File: config.mk
export PLATFORM = sky130hd
export DESIGN_NAME = pcbd_clock_bank
export DESIGN_NICKNAME = d
export VERILOG_FILES = /design/src/pcbd_pkg.sv /design/src/pcbd_lock_if.sv /design/src/pcbd_lock_timer.sv /design/src/pcbd_clock_bank.sv
export SDC_FILE = /design/constraint.sdc
export NUM_CORES = 1
export LEC_CHECK = 0
export BUFFER_PORTS_ARGS = -buffer_cell sky130_fd_sc_hd__buf_2
export CAP_MARGIN = 0
export CELL_PAD_IN_SITES_DETAIL_PLACEMENT = 1
export CELL_PAD_IN_SITES_GLOBAL_PLACEMENT = 2
export CORE_MARGIN = 3
export CORE_UTILIZATION = 38
export DETAILED_ROUTE_END_ITERATION = 6
export PLACE_DENSITY = 0.89
export SLEW_MARGIN = 20
export SYNTH_ARGS = -nofsm -noshare
export SYNTH_HDL_FRONTEND = slang
export SYNTH_SLANG_ARGS = --single-unit
File: constraint.sdc
create_clock -name clk -period 4.7 [get_ports clk]
set_clock_uncertainty 0.05 [all_clocks]
set_input_delay 0.235 -clock clk [delete_from_list [all_inputs] [get_ports clk]]
set_output_delay 0.235 -clock clk [all_outputs]
set_load 0.01 [all_outputs]
File: src/pcbd_pkg.sv
// shared constants and types for the phase-locked clock bank divider
package pcbd_pkg;
	// settling interval after any lock disturbance
	localparam int LOCK_TIME_US = 50;
	localparam int CLK_MHZ = 40;
	localparam int LOCK_CYCLES = LOCK_TIME_US * CLK_MHZ;
	// synchroniser lane positions
	localparam int SY_W = 8;
	localparam int SY_REF = 0;
	localparam int SY_FB = 1;
	localparam int SY_SEL_LO = 2;
	localparam int SY_SEL_HI = 3;
	localparam int SY_OE_N = 4;
	localparam int SY_CLR_N = 5;
	localparam int SY_TEST = 6;
	localparam int SY_CFG = 7;
	// idle levels of the pins: enable and clear are inactive high
	localparam logic [7:0] SY_RST = 8'h30;
	localparam int BANKS = 4;
	localparam int PER_W = 8;
	localparam logic [PER_W-1:0] PER_MAX = 8'hff;
	localparam logic [1:0] PHASE_LAST = 2'h3;
	localparam logic [1:0] PHASE_ALIGN = 2'h2;
	localparam logic [1:0] PHASE_CLEAR = 2'h0;
	typedef enum logic [1:0] {
		LK_UNLOCKED = 2'b00,
		LK_SETTLING = 2'b01,
		LK_LOCKED = 2'b11
	} pcbd_lock_st_t;
endpackage : pcbd_pkg

File: src/pcbd_lock_if.sv
// carrier between the bank divider and its lock timer
`timescale 1ns/10ps
interface pcbd_lock_if;
	logic disturb;
	logic locked;
	modport ctrl (output disturb, input locked);
	modport timer (input disturb, output locked);
endinterface : pcbd_lock_if

File: src/pcbd_lock_timer.sv
// lock settling timer: holds lock low for a set interval after a disturbance
`timescale 1ns/10ps
module pcbd_lock_timer #(
	parameter int LOCK_CYCLES = pcbd_pkg::LOCK_CYCLES
) (
	input wire logic clk,
	input wire logic srst,
	input wire logic ce,
	pcbd_lock_if.timer lk
);
	localparam int CW = $clog2(LOCK_CYCLES + 1);
	localparam logic [CW-1:0] LAST = CW'(LOCK_CYCLES - 1);

	typedef struct packed {
		pcbd_pkg::pcbd_lock_st_t st;
		logic [CW-1:0] cnt;
	} pcbd_tmr_t;

	pcbd_tmr_t st_r;
	pcbd_tmr_t st_nxt;

	always_comb begin
		st_nxt = st_r;
		case (st_r.st)
			pcbd_pkg::LK_UNLOCKED: begin
				st_nxt.st = pcbd_pkg::LK_SETTLING;
				st_nxt.cnt = '0;
			end
			pcbd_pkg::LK_SETTLING: begin
				st_nxt.cnt = st_r.cnt + CW'(1);
				if (st_r.cnt == LAST) begin
					st_nxt.st = pcbd_pkg::LK_LOCKED;
				end
			end
			default: begin
				st_nxt.st = pcbd_pkg::LK_LOCKED;
			end
		endcase
		// any disturbance restarts the whole interval
		if (lk.disturb) begin
			st_nxt.st = pcbd_pkg::LK_UNLOCKED;
			st_nxt.cnt = '0;
		end
	end

	always_ff @(posedge clk) begin
		if (srst) begin
			st_r <= '{st: pcbd_pkg::LK_UNLOCKED, cnt: '0};
		end else if (ce) begin
			st_r <= st_nxt;
		end
	end

	assign lk.locked = (st_r.st == pcbd_pkg::LK_LOCKED);

	chk_settle_bound: assert property (@(posedge clk) disable iff (srst)
		(st_r.st == pcbd_pkg::LK_SETTLING) |-> (st_r.cnt <= LAST))
		else $error("settling count ran past its limit");
	chk_lock_entry: assert property (@(posedge clk) disable iff (srst)
		$rose(lk.locked) |-> ($past(st_r.cnt) == LAST))
		else $error("lock asserted before the settling interval ended");
endmodule : pcbd_lock_timer

File: src/pcbd_clock_bank.sv
// twelve-output clock bank divider with select decode, bypass and lock tracking
`timescale 1ns/10ps
module pcbd_clock_bank #(
	parameter int LOCK_CYCLES = pcbd_pkg::LOCK_CYCLES
) (
	input wire logic clk,
	input wire logic srst,
	input wire logic ce,
	input wire logic reference_clock_in,
	input wire logic loop_feedback_in,
	input wire logic bank_rate_select_hi,
	input wire logic bank_rate_select_lo,
	input wire logic config_double_rate,
	input wire logic output_enable_n,
	input wire logic ratio_clear_n,
	input wire logic test_bypass,
	output logic [2:0] bank_one_outputs,
	output logic [2:0] bank_two_outputs,
	output logic [2:0] bank_three_outputs,
	output logic [2:0] bank_four_outputs,
	output logic [11:0] outputs_drive_n,
	output logic lock_ok
);
	typedef struct packed {
		logic [pcbd_pkg::SY_W-1:0] sy1;
		logic [pcbd_pkg::SY_W-1:0] sy2;
		logic [pcbd_pkg::SY_W-1:0] sy3;
		logic [pcbd_pkg::SY_W-1:0] lvl;
		logic [1:0] cnt;
		logic [pcbd_pkg::BANKS-1:0] fast;
		logic [pcbd_pkg::PER_W-1:0] per;
		logic [pcbd_pkg::PER_W-1:0] per_last;
		logic ref_seen;
		logic [pcbd_pkg::BANKS-1:0] bank;
		logic [11:0] drive_n;
	} pcbd_top_t;

	localparam pcbd_top_t TOP_RST = '{
		sy1: pcbd_pkg::SY_RST,
		sy2: pcbd_pkg::SY_RST,
		sy3: pcbd_pkg::SY_RST,
		lvl: pcbd_pkg::SY_RST,
		cnt: pcbd_pkg::PHASE_CLEAR,
		fast: '0,
		per: '0,
		per_last: '0,
		ref_seen: 1'b0,
		bank: '0,
		drive_n: 12'hfff
	};

	pcbd_top_t st_r;
	pcbd_top_t st_nxt;
	logic [pcbd_pkg::SY_W-1:0] pins;
	logic [pcbd_pkg::BANKS-1:0] fast_dec;
	logic [1:0] sel;
	logic ref_rise;
	logic clr_fall;
	logic oe_fall;
	logic sel_move;
	logic per_jump;

	pcbd_lock_if lk ();

	pcbd_lock_timer #(
		.LOCK_CYCLES(LOCK_CYCLES)
	) u_lock (
		.clk(clk),
		.srst(srst),
		.ce(ce),
		.lk(lk)
	);

	assign pins = {config_double_rate, test_bypass, ratio_clear_n, output_enable_n,
		bank_rate_select_hi, bank_rate_select_lo, loop_feedback_in, reference_clock_in};
	assign sel = st_r.lvl[pcbd_pkg::SY_SEL_HI:pcbd_pkg::SY_SEL_LO];

	// half-rate config slows banks below the select value; double-rate speeds
	// the banks at or above it, and none at select zero
	for (genvar b = 0; b < pcbd_pkg::BANKS; b++) begin : g_dec
		assign fast_dec[b] = (2'(b) >= sel) &&
			(!st_r.lvl[pcbd_pkg::SY_CFG] || sel != 2'h0);
	end

	always_comb begin
		st_nxt = st_r;
		st_nxt.sy1 = pins;
		st_nxt.sy2 = st_r.sy1;
		st_nxt.sy3 = st_r.sy2;
		// a lane moves only once the second and third stages agree
		st_nxt.lvl = (st_r.sy2 & st_r.sy3) | (st_r.lvl & (st_r.sy2 | st_r.sy3));
		ref_rise = st_nxt.lvl[pcbd_pkg::SY_REF] && !st_r.lvl[pcbd_pkg::SY_REF];
		clr_fall = !st_nxt.lvl[pcbd_pkg::SY_CLR_N] && st_r.lvl[pcbd_pkg::SY_CLR_N];
		oe_fall = !st_nxt.lvl[pcbd_pkg::SY_OE_N] && st_r.lvl[pcbd_pkg::SY_OE_N];
		sel_move = (st_nxt.lvl[pcbd_pkg::SY_SEL_HI:pcbd_pkg::SY_SEL_LO] != sel) ||
			(st_nxt.lvl[pcbd_pkg::SY_CFG] != st_r.lvl[pcbd_pkg::SY_CFG]);
		per_jump = 1'b0;

		// reference period tracking flags a frequency change
		if (ref_rise) begin
			st_nxt.per = '0;
			st_nxt.ref_seen = 1'b1;
			// the count up to the first edge after reset is no whole period
			st_nxt.per_last = st_r.ref_seen ? st_r.per : '0;
			per_jump = (st_r.per_last != '0) &&
				(({1'b0, st_r.per} > {1'b0, st_r.per_last} + 9'h1) ||
				({1'b0, st_r.per_last} > {1'b0, st_r.per} + 9'h1));
		end else if (st_r.per != pcbd_pkg::PER_MAX) begin
			st_nxt.per = st_r.per + 8'h1;
		end

		// one free divider feeds every bank
		st_nxt.cnt = st_r.cnt + 2'h1;
		if (ref_rise && !lk.locked) begin
			st_nxt.cnt = pcbd_pkg::PHASE_ALIGN;
		end
		if (clr_fall) begin
			st_nxt.cnt = pcbd_pkg::PHASE_CLEAR;
		end
		// new ratios only at the wrap so no bank sees a runt pulse
		if (st_r.cnt == pcbd_pkg::PHASE_LAST) begin
			st_nxt.fast = fast_dec;
		end

		for (int b = 0; b < pcbd_pkg::BANKS; b++) begin
			if (st_nxt.lvl[pcbd_pkg::SY_TEST]) begin
				st_nxt.bank[b] = st_nxt.lvl[pcbd_pkg::SY_REF];
			end else if (st_nxt.fast[b]) begin
				st_nxt.bank[b] = !st_nxt.cnt[0];
			end else begin
				st_nxt.bank[b] = st_nxt.cnt[1];
			end
		end
		st_nxt.drive_n = {12{st_nxt.lvl[pcbd_pkg::SY_OE_N]}};

		lk.disturb = sel_move || oe_fall || per_jump;
	end

	always_ff @(posedge clk) begin
		if (srst) begin
			st_r <= TOP_RST;
		end else if (ce) begin
			st_r <= st_nxt;
		end
	end

	// each bank drives its three pins from one flop, so they never skew in logic
	assign bank_one_outputs = {3{st_r.bank[0]}};
	assign bank_two_outputs = {3{st_r.bank[1]}};
	assign bank_three_outputs = {3{st_r.bank[2]}};
	assign bank_four_outputs = {3{st_r.bank[3]}};
	assign outputs_drive_n = st_r.drive_n;
	assign lock_ok = lk.locked;

	chk_bank_groups: assert property (@(posedge clk) disable iff (srst)
		(bank_four_outputs == {3{st_r.bank[3]}}) &&
		(outputs_drive_n == {12{outputs_drive_n[0]}}))
		else $error("bank pins or enables split apart");
	chk_decode_half: assert property (@(posedge clk) disable iff (srst)
		(ce && st_r.cnt == 2'h3 && !st_r.lvl[pcbd_pkg::SY_CFG] && sel == 2'h2)
		|=> (st_r.fast == 4'hc))
		else $error("half-rate decode wrong for select 10");
	chk_decode_double: assert property (@(posedge clk) disable iff (srst)
		(ce && st_r.cnt == 2'h3 && st_r.lvl[pcbd_pkg::SY_CFG] && sel == 2'h1)
		|=> (st_r.fast == 4'he))
		else $error("double-rate decode wrong for select 01");
	chk_slow_rise: assert property (@(posedge clk) disable iff (srst)
		(ce && !st_nxt.lvl[pcbd_pkg::SY_TEST] && !st_r.fast[0] && st_r.cnt == 2'h1
		&& !ref_rise && !clr_fall) |=> st_r.bank[0])
		else $error("slow bank missed its rising phase");
	chk_fast_rise: assert property (@(posedge clk) disable iff (srst)
		(ce && !st_nxt.lvl[pcbd_pkg::SY_TEST] && st_r.fast[3] && st_r.cnt == 2'h1)
		|=> st_r.bank[3])
		else $error("fast bank missed its rising phase");
	chk_rate_phase: assert property (@(posedge clk) disable iff (srst)
		(st_r.cnt != 2'h3) |=> (st_r.fast == $past(st_r.fast)))
		else $error("bank rate changed away from the wrap");
	chk_realign: assert property (@(posedge clk) disable iff (srst)
		(ce && ref_rise && !lock_ok && !clr_fall) |=> (st_r.cnt == 2'h2))
		else $error("divider not aligned to reference edge");
	chk_float_off: assert property (@(posedge clk) disable iff (srst)
		(ce && st_nxt.lvl[pcbd_pkg::SY_OE_N]) |=> (outputs_drive_n == 12'hfff))
		else $error("outputs driven while disabled");
	chk_test_bypass: assert property (@(posedge clk) disable iff (srst)
		(ce && st_nxt.lvl[pcbd_pkg::SY_TEST])
		|=> (st_r.bank == {4{$past(st_nxt.lvl[pcbd_pkg::SY_REF])}}))
		else $error("bypass does not follow reference");
	chk_clear_div: assert property (@(posedge clk) disable iff (srst)
		(ce && clr_fall) |=> (st_r.cnt == 2'h0))
		else $error("ratio clear did not reset divider");
	chk_unlock_hold: assert property (@(posedge clk) disable iff (srst)
		(ce && lk.disturb) |=> !lock_ok [*2])
		else $error("lock stayed high after a disturbance");
endmodule : pcbd_clock_bank

==> results of run 1 <==
==> cells by family (layout without fill, tap and decap cells) <==
family	after synthesis	after routing	share of synthesized area [%]
and+or+nand+nor	173	173	21.81
AOI/OAI and AO/OA	97	97	16.80
DFF	68	68	35.84
buffers and inverters	63	72	8.827
muxes	28	28	7.378
adders and majority gates	20	20	6.588
xor gates and xnor gates	12	12	2.767
==> sequential cells by signal, summed over array words and instances, names as in the netlist <==
| register | count |
|---|---|
| u_lock.st_r | 13 |
| st_nxt | 14 |
| bank_two_outputs | 1 |
| bank_one_outputs | 1 |
| sel | 2 |
| bank_three_outputs | 1 |
| st_r | 35 |
| bank_four_outputs | 1 |
==> synth_stat cells (all sizes together), types with 3 or more instances <==
| master | count |
|---|---|
| xnor2 | 6 |
| and3 | 7 |
| nand2b | 4 |
| a41oi | 3 |
| nand4 | 11 |
| o211ai | 3 |
| o21ai | 17 |
| nor2 | 54 |
| nand2 | 40 |
| clkbuf | 9 |
| a211oi | 5 |
| ha | 20 |
| o221ai | 7 |
| a21o | 10 |
| and2 | 5 |
| nand3 | 28 |
| xor2 | 6 |
| mux2i | 28 |
| nor3 | 11 |
| nand3b | 3 |
| a21oi | 41 |
| and3b | 4 |
| inv | 19 |
| dfxtp | 68 |
| buf | 34 |
==> metrics by stage <==
step / utilization (%) / instances / setup slack [ps]
floorplan: - / 461 / 1670
finish: 43.43 / 599 / 1140
global placement: 41.07 / 583 / 1245
CTS: 43.43 / 599 / 1122
global route: 43.43 / 599 / 818.7
detailed placement: 41.07 / 583 / 1128
==> area by class of cell <==
type | instances | share of cell area [%]
multi-input combinational | 330 | 51.17
sequential | 68 | 33.14
timing repair buffer | 36 | 4.508
tap | 129 | 3.929
clock buffer | 9 | 3.016
clock inverter | 7 | 2.406
inverter | 20 | 1.828
==> worst max-delay path, delay by kind of cell, from the launching register on <==
kind | cells | cell delay [ps]
AOI/OAI and AO/OA | 3 | 1450
xor gates and xnor gates | 1 | 160
DFF | 1 | 450
adders and majority gates | 2 | 600
and+or+nand+nor | 5 | 710
==> where the power goes <==
group          switching (mW)  internal (mW)
logic                  0.0631         0.0409
registers              0.0141          0.591
clock network           0.250          0.302
==> worst min-delay path by stage <==
stage                          from         end
floorplan           output_enable_n  st_nxt[59]
global placement           st_r[34]    st_r[34]
detailed placement         st_r[34]    st_r[34]
CTS                 output_enable_n  st_nxt[59]
global route        output_enable_n  st_nxt[59]
finish              output_enable_n  st_nxt[59]
==> layer usage <==
metal	GRT usage, %	wire length, microns
met4	3.608	100
met3	4.129	262
met5	0	0
met2	28.37	4330
met1	23.38	4497
==> results.sh, run 1 <==
export IMPL_status="complete, no violations"
export IMPL_hold_buffers=0
export IMPL_fin_setup_tns_ps=0
export IMPL_initial_utilization_pct=40.16
export IMPL_worst_r2r_endpoint="u_lock.st_r[2]"
export IMPL_die_width_microns=106.0
export IMPL_route_antenna_remaining_nets=0
export IMPL_ys_ff_latch=68
export IMPL_timing_final_crit_share_pct=75.75
export IMPL_cpMaxStageDelayCell="sky130_fd_sc_hd__a2111oi_1"
export IMPL_tritoncts_num_sinks=68
export IMPL_synth_top_cell_by_area="sky130_fd_sc_hd__dfxtp_1"
export IMPL_synth_seq_area_share_pct=35.84
export IMPL_post_cts_setup_buffers=0
export IMPL_synth_area_leaders="sky130_fd_sc_hd__dfxtp_1 (36%), sky130_fd_sc_hd__mux2i_1 (7.4%), sky130_fd_sc_hd__ha_1 (6.6%)"
export IMPL_mostFrequentLayoutCells="sky130_fd_sc_hd__dfxtp_1 (68), sky130_fd_sc_hd__nor2_1 (54), sky130_fd_sc_hd__a21oi_1 (41), sky130_fd_sc_hd__nand2_1 (39), sky130_fd_sc_hd__buf_2 (34)"
export IMPL_power_leakage_nw=1.655
export IMPL_grt_usage_pct=17.35
export IMPL_final_nets=496
export IMPL_max_cap_violations=0
export IMPL_unrepaired_setup_endpoints_after_global_routing="no"
export IMPL_finalMaxSlewViolations=0
export IMPL_detailedRoute_firstPassIterationCount=4
export IMPL_path_class="reg2reg"
export IMPL_instance_count_of_the_mapped_netlist=461
export IMPL_grt_pass1_vias=3289
export IMPL_core_area_sq_um=9459
export IMPL_worstHoldPathCells=3
export IMPL_critPathLaunchType="register"
export IMPL_cts_resized=0
export IMPL_half_perimeter_wire_length_after_detailed_placement_mm=6.445
export IMPL_grt_first_pass_wirelength_mm=15.99
export IMPL_wirelength_mm=9.190
export IMPL_num_fill_cells=1172
export IMPL_route_detailed_drc=0
export IMPL_cp_cell_sequence="ha_1, nand2_1, nor2_1, xnor2_1, ha_1, and3_1, and3_1, a2111oi_1, nor2_1, a41oi_2, o221ai_1"
export IMPL_synth_ff_type="sky130_fd_sc_hd__dfxtp_1"
export IMPL_grt_remaining_overflow=0
export IMPL_regArea_sq_um=1361
export IMPL_timing_fmax_ghz=0.2809
export IMPL_syn_nets=492
export IMPL_r2r_cells=11
export IMPL_clk_buf_depth=2
export IMPL_fp_row_count=35
export IMPL_syn2layout_area_growth_pct=8.136
export IMPL_worstSkewPairLatency_ps=350
export IMPL_crit_end="u_lock.st_r[2]"
export IMPL_postPlaceCellArea_sq_um=3885
export IMPL_synth_yosys_warnings=0
export IMPL_die_extent_in_y_microns=106.0
export IMPL_grt_start_max_net_pins=54
export IMPL_crit_path_max_incr_delay_ps=730
export IMPL_worstReg2RegStart="st_r[25]"
export IMPL_first_iteration_detailed_routing_drc_count=93
export IMPL_htree_levels=3
export IMPL_cp_startpoint="st_r[25]"
export IMPL_place_congestion=0.8105
export IMPL_finalHoldViolCount=0
export IMPL_dr_total_vias=3234
export IMPL_syn_cell_area_sq_um=3799
export IMPL_asyncSetResetFlopFracSynth_pct=0
export IMPL_p_per_cell_area_nw_per_um2=307.3
export IMPL_initial_antenna_violation_count=0
export IMPL_routed_via_density=5.399
export IMPL_netlist_cell_type_count=50
export IMPL_finalHoldWorstSlack_ps=60.38
export IMPL_clock_transition_time_at_the_flip_flop_clock_pins_of_the_worst_setup_and_hold_paths_ps=80
export IMPL_power_mw=1.262
export IMPL_final_min_clock_period_ps=3560
export IMPL_largest_voltage_drop_on_the_vdd_net_mv=0.1311
export IMPL_end_kind="register"
export IMPL_max_slew_worst_pin_slew_ps=848.3
export IMPL_worst_endpoint_required_ps=4860
export IMPL_final_cell_area_sq_um=4108
export IMPL_tritoncts="yes"
export IMPL_num_antenna_cells=0
export IMPL_cts_root_buffer_cell="sky130_fd_sc_hd__clkbuf_8"
export IMPL_cp_max_fo=9
export IMPL_detail_route_wl_per_cell_microns=15.34
export IMPL_proportion_of_layout_cells_with_a_drive_suffix_above_1_pct=12.98
export IMPL_numPortBuffers=34
export IMPL_multi_input_area_sq_um=2102
export IMPL_worst_hold_path_type="in2reg"
export IMPL_num_cts_buffers=9
export IMPL_timing_final_setup_violations=0
export IMPL_final_common_cell="sky130_fd_sc_hd__dfxtp_1"
export IMPL_die_ar_sq_um=11230
export IMPL_relSlewSlack_pct=43.31
export IMPL_design_portCount=36
export IMPL_synth_edf_count=0
export IMPL_post_synth_cell_area_avg_sq_um=8.240
export IMPL_synth_top_area_share_pct=35.84
export IMPL_worst_r2r_setup_slack_ps=1140
export IMPL_worst_endpoint_arrival_ps=3720
Note: power is estimated with default switching activity, not from simulation.
==> inputs of run 2 (changes only) <==
--- a/config.mk
+++ b/config.mk
@@ -5,14 +5,15 @@
 export SDC_FILE = /design/constraint.sdc
 export NUM_CORES = 1
 export LEC_CHECK = 0
+export ABC_AREA = 1
 export BUFFER_PORTS_ARGS = -buffer_cell sky130_fd_sc_hd__buf_2
 export CAP_MARGIN = 0
 export CELL_PAD_IN_SITES_DETAIL_PLACEMENT = 1
 export CELL_PAD_IN_SITES_GLOBAL_PLACEMENT = 2
 export CORE_MARGIN = 3
-export CORE_UTILIZATION = 38
+export CORE_UTILIZATION = 34
 export DETAILED_ROUTE_END_ITERATION = 6
-export PLACE_DENSITY = 0.89
+export PLACE_DENSITY = 0.84
 export SLEW_MARGIN = 20
 export SYNTH_ARGS = -nofsm -noshare
 export SYNTH_HDL_FRONTEND = slang
==> constraint.sdc (replaced) <==
create_clock -name clk -period 3.6 [get_ports clk]
set_clock_uncertainty 0.05 [all_clocks]
set_input_delay 0.18 -clock clk [delete_from_list [all_inputs] [get_ports clk]]
set_output_delay 0.18 -clock clk [all_outputs]
set_load 0.01 [all_outputs]
==> run 2 against run 1 <==
Highest routed layer unchanged. Via count up 6.0%. Design area up 4.8%. Fmax up 17%. Clock power up 61%. Sequential cell count unchanged. Largest cell class unchanged. Sequential power up 36%. Utilization down 4.4 points. Count of clock-buffer cells in the layout up 2. Worst setup slack worse by 580 ps. Register-to-register slack worse by 580 ps.
==> results.sh, run 2 <==
export IMPL_status="complete, no violations"
export IMPL_synth_compound_area_share_pct=17.48
export IMPL_preCtsSetupSlack_ps=529.9
export IMPL_tritoncts_num_sinks=68
export IMPL_instance_count_of_the_mapped_netlist=531
export IMPL_timing_fmax_ghz=0.3292
export IMPL_finalHoldViolCount=0
export IMPL_max_cap_violations=0
export IMPL_timing_hold_worst_start="output_enable_n"
export IMPL_synthAdderAreaFrac_pct=6.427
export IMPL_clock_transition_time_at_the_flip_flop_clock_pins_of_the_worst_setup_and_hold_paths_ps=60
export IMPL_register_with_the_highest_flop_count="st_r"
export IMPL_unrepaired_setup_endpoints_after_global_routing="no"
export IMPL_multiplexer_share_of_the_synthesized_area_pct=0
export IMPL_end_kind="register"
export IMPL_power_leakage_nw=1.860
export IMPL_synth_top_area_share_pct=34.96
export IMPL_largest_reg_flops=35
export IMPL_grt_met2_usage_pct=27.76
export IMPL_route_detailed_drc=0
export IMPL_dr_total_vias=3427
export IMPL_worst_slack_ps=562.0
export IMPL_final_common_cell="sky130_fd_sc_hd__nand2_1"
export IMPL_core_area_sq_um=11030
export IMPL_synth_edf_count=0
export IMPL_hold_buffers=0
export IMPL_largest_voltage_drop_on_the_vdd_net_mv=0.2406
export IMPL_timing_final_setup_violations=0
export IMPL_proportion_of_layout_cells_with_a_drive_suffix_above_1_pct=15.10
export IMPL_synth_yosys_warnings=0
export IMPL_netlist_cell_type_count=41
export IMPL_synth_ff_type="sky130_fd_sc_hd__dfxtp_1"
export IMPL_detail_route_wl_per_cell_microns=14.05
export IMPL_mostFrequentLayoutCells="sky130_fd_sc_hd__nand2_1 (75), sky130_fd_sc_hd__dfxtp_1 (68), sky130_fd_sc_hd__nor2_1 (65), sky130_fd_sc_hd__inv_1 (55), sky130_fd_sc_hd__a21oi_1 (48)"
export IMPL_cts_root_buffer_cell="sky130_fd_sc_hd__clkbuf_16"
export IMPL_syn_cell_area_sq_um=3894
export IMPL_grt_usage_pct=15.94
export IMPL_num_cts_buffers=9
export IMPL_worst_endpoint_required_ps=3770
export IMPL_worst_hold_path_type="in2reg"
export IMPL_clk_buf_depth=2
export IMPL_worstSkewPairLatency_ps=330
export IMPL_post_synth_cell_area_avg_sq_um=7.333
export IMPL_asyncSetResetFlopFracSynth_pct=0
export IMPL_half_perimeter_wire_length_after_detailed_placement_mm=6.868
export IMPL_synth_top_family_by_area="simple AND/OR/NAND/NOR gates"
export IMPL_initial_utilization_pct=35.30
export IMPL_syn_nets=562
export IMPL_final_min_clock_period_ps=3038
export IMPL_numPortBuffers=34
export IMPL_route_antenna_remaining_nets=0
export IMPL_synth_top_cell_by_area="sky130_fd_sc_hd__dfxtp_1"
export IMPL_worst_r2r_setup_slack_ps=560
export IMPL_finalHoldWorstSlack_ps=14.82
export IMPL_place_congestion=0.8180
export IMPL_gr_usage_met3_pct=2.406
export IMPL_cts_resized=0
export IMPL_detailedRoute_firstPassIterationCount=4
export IMPL_final_core_util_pct=39.01
export IMPL_relSlewSlack_pct=57.65
export IMPL_cp_max_fo=14
export IMPL_ys_ff_latch=68
export IMPL_htree_levels=3
export IMPL_final_nets=569
export IMPL_use_met1_pct=19.53
export IMPL_num_fill_cells=1383
export IMPL_fin_setup_tns_ps=0
export IMPL_synthTopCellsByCount="sky130_fd_sc_hd__nand2_1 (75), sky130_fd_sc_hd__dfxtp_1 (68), sky130_fd_sc_hd__nor2_1 (65)"
export IMPL_timing_final_crit_share_pct=84.39
export IMPL_routed_via_density=5.018
export IMPL_initial_antenna_violation_count=0
export IMPL_finalMaxSlewViolations=0
export IMPL_die_width_microns=113.0
export IMPL_first_iteration_detailed_routing_drc_count=125
export IMPL_p_per_cell_area_nw_per_um2=456.1
export IMPL_grt_pass1_vias=3494
export IMPL_die_extent_in_y_microns=113.0
export IMPL_worstReg2RegStart="st_r[19]"
export IMPL_cp_startpoint="st_r[19]"
export IMPL_die_ar_sq_um=12770
export IMPL_grt_remaining_overflow=0
export IMPL_tritoncts="yes"
export IMPL_fp_row_count=38
export IMPL_max_slew_worst_pin_slew_ps=634.3
export IMPL_grt_start_max_net_pins=51
export IMPL_num_antenna_cells=0
export IMPL_synth_seq_area_share_pct=34.96
export IMPL_path_class="reg2reg"
export IMPL_post_synth_xor_area_fraction_pct=4.049
export IMPL_grt_busiest_layer="met2"
export IMPL_post_cts_setup_buffers=0
export IMPL_syn2layout_area_growth_pct=10.51
export IMPL_critPathLaunchType="register"
export IMPL_design_portCount=36
export IMPL_grt_first_pass_wirelength_mm=16.64
export IMPL_synth_simple_gate_area_share_pct=24.68
export IMPL_synth_most_common_cell="sky130_fd_sc_hd__nand2_1"
export IMPL_worst_endpoint_arrival_ps=3210
export IMPL_wirelength_mm=9.599
export IMPL_synth_area_leaders="sky130_fd_sc_hd__dfxtp_1 (35%), sky130_fd_sc_hd__nand2_1 (7.2%), sky130_fd_sc_hd__ha_1 (6.4%)"
## run 2: changes by cell type after synthesis, moves of 7 or more
| cell | before | now |
|---|---|---|
| sky130_fd_sc_hd__inv_1 | 19 | 55 |
| sky130_fd_sc_hd__nand2_1 | 39 | 75 |
| sky130_fd_sc_hd__xor2_1 | 6 | 14 |
| sky130_fd_sc_hd__buf_1 | 8 | 1 |
| sky130_fd_sc_hd__a21oi_1 | 41 | 48 |
| sky130_fd_sc_hd__a21o_1 | 10 | 0 |
| sky130_fd_sc_hd__o21ai_0 | 16 | 40 |
| sky130_fd_sc_hd__o221ai_1 | 7 | 0 |
| sky130_fd_sc_hd__nor2_1 | 54 | 65 |
| sky130_fd_sc_hd__mux2i_1 | 28 | 0 |
## run 2: path summary, 6_finish.rpt
check,end,cells after the start
min,st_nxt[59],3
max,u_lock.st_r[0],18
max reg2reg,u_lock.st_r[0],18
min reg2reg,st_nxt[59],2
## run 2: cells by family after synthesis
logic type	Yosys count
XOR/XNOR	18
AO/OA/AOI/OAI	117
buffers and inverters	100
adder cells (fa/ha/maj)	20
flip-flops	68
AND/OR/NAND/NOR	208
## run 2: routing by layer
layer / vias to the layer above / wire length (microns)
met1: 1626 / 4383
li1: 1752 / -
met2: 38 / 4812
met5: - / 0
met3: 11 / 254
met4: 0 / 148
## run 2: where the power goes
group          total (mW)  switching, mW  internal (mW)
Combinational       0.245          0.160         0.0847
Clock               0.893          0.335          0.558
Sequential          0.825         0.0314          0.793
## run 2: area by class of cell
type	count	area, sq um	area share, %
Multi-Input combinational cell	363	2049	47.63
Sequential cell	68	1361	31.64
Timing Repair Buffer	37	192.7	4.478
Clock inverter	5	60.06	1.396
Clock buffer	11	242.7	5.641
Tap cell	140	175.2	4.071
Inverter	59	221.5	5.147
## run 2: metrics by stage
step	std cells	area, sq um	power [mW]
2_1_floorplan	531	3894	1.036
3_3_place_gp	667	4000	1.076
3_5_place_dp	667	4000	1.088
4_1_cts	683	4303	1.998
5_1_grt	683	4303	2.067
6_report	683	4303	1.962
## run 2: worst max-delay path, cell delays in order (launching register included)
cell and delay (ps):
sky130_fd_sc_hd__dfxtp_1 440, sky130_fd_sc_hd__inv_1 110, sky130_fd_sc_hd__nor4_1 370, sky130_fd_sc_hd__nand3_1 190, sky130_fd_sc_hd__nor2_1 130, sky130_fd_sc_hd__a22oi_1 80, sky130_fd_sc_hd__ha_1 320, sky130_fd_sc_hd__a21oi_1 150
sky130_fd_sc_hd__nand2_1 60, sky130_fd_sc_hd__nor2_1 130, sky130_fd_sc_hd__nand2_1 90, sky130_fd_sc_hd__nand3_2 100, sky130_fd_sc_hd__nand2_4 70, sky130_fd_sc_hd__nand2_4 110, sky130_fd_sc_hd__nand3_4 110, sky130_fd_sc_hd__nand2_4 190
sky130_fd_sc_hd__inv_1 80, sky130_fd_sc_hd__nor2_1 100, sky130_fd_sc_hd__nor2_1 60
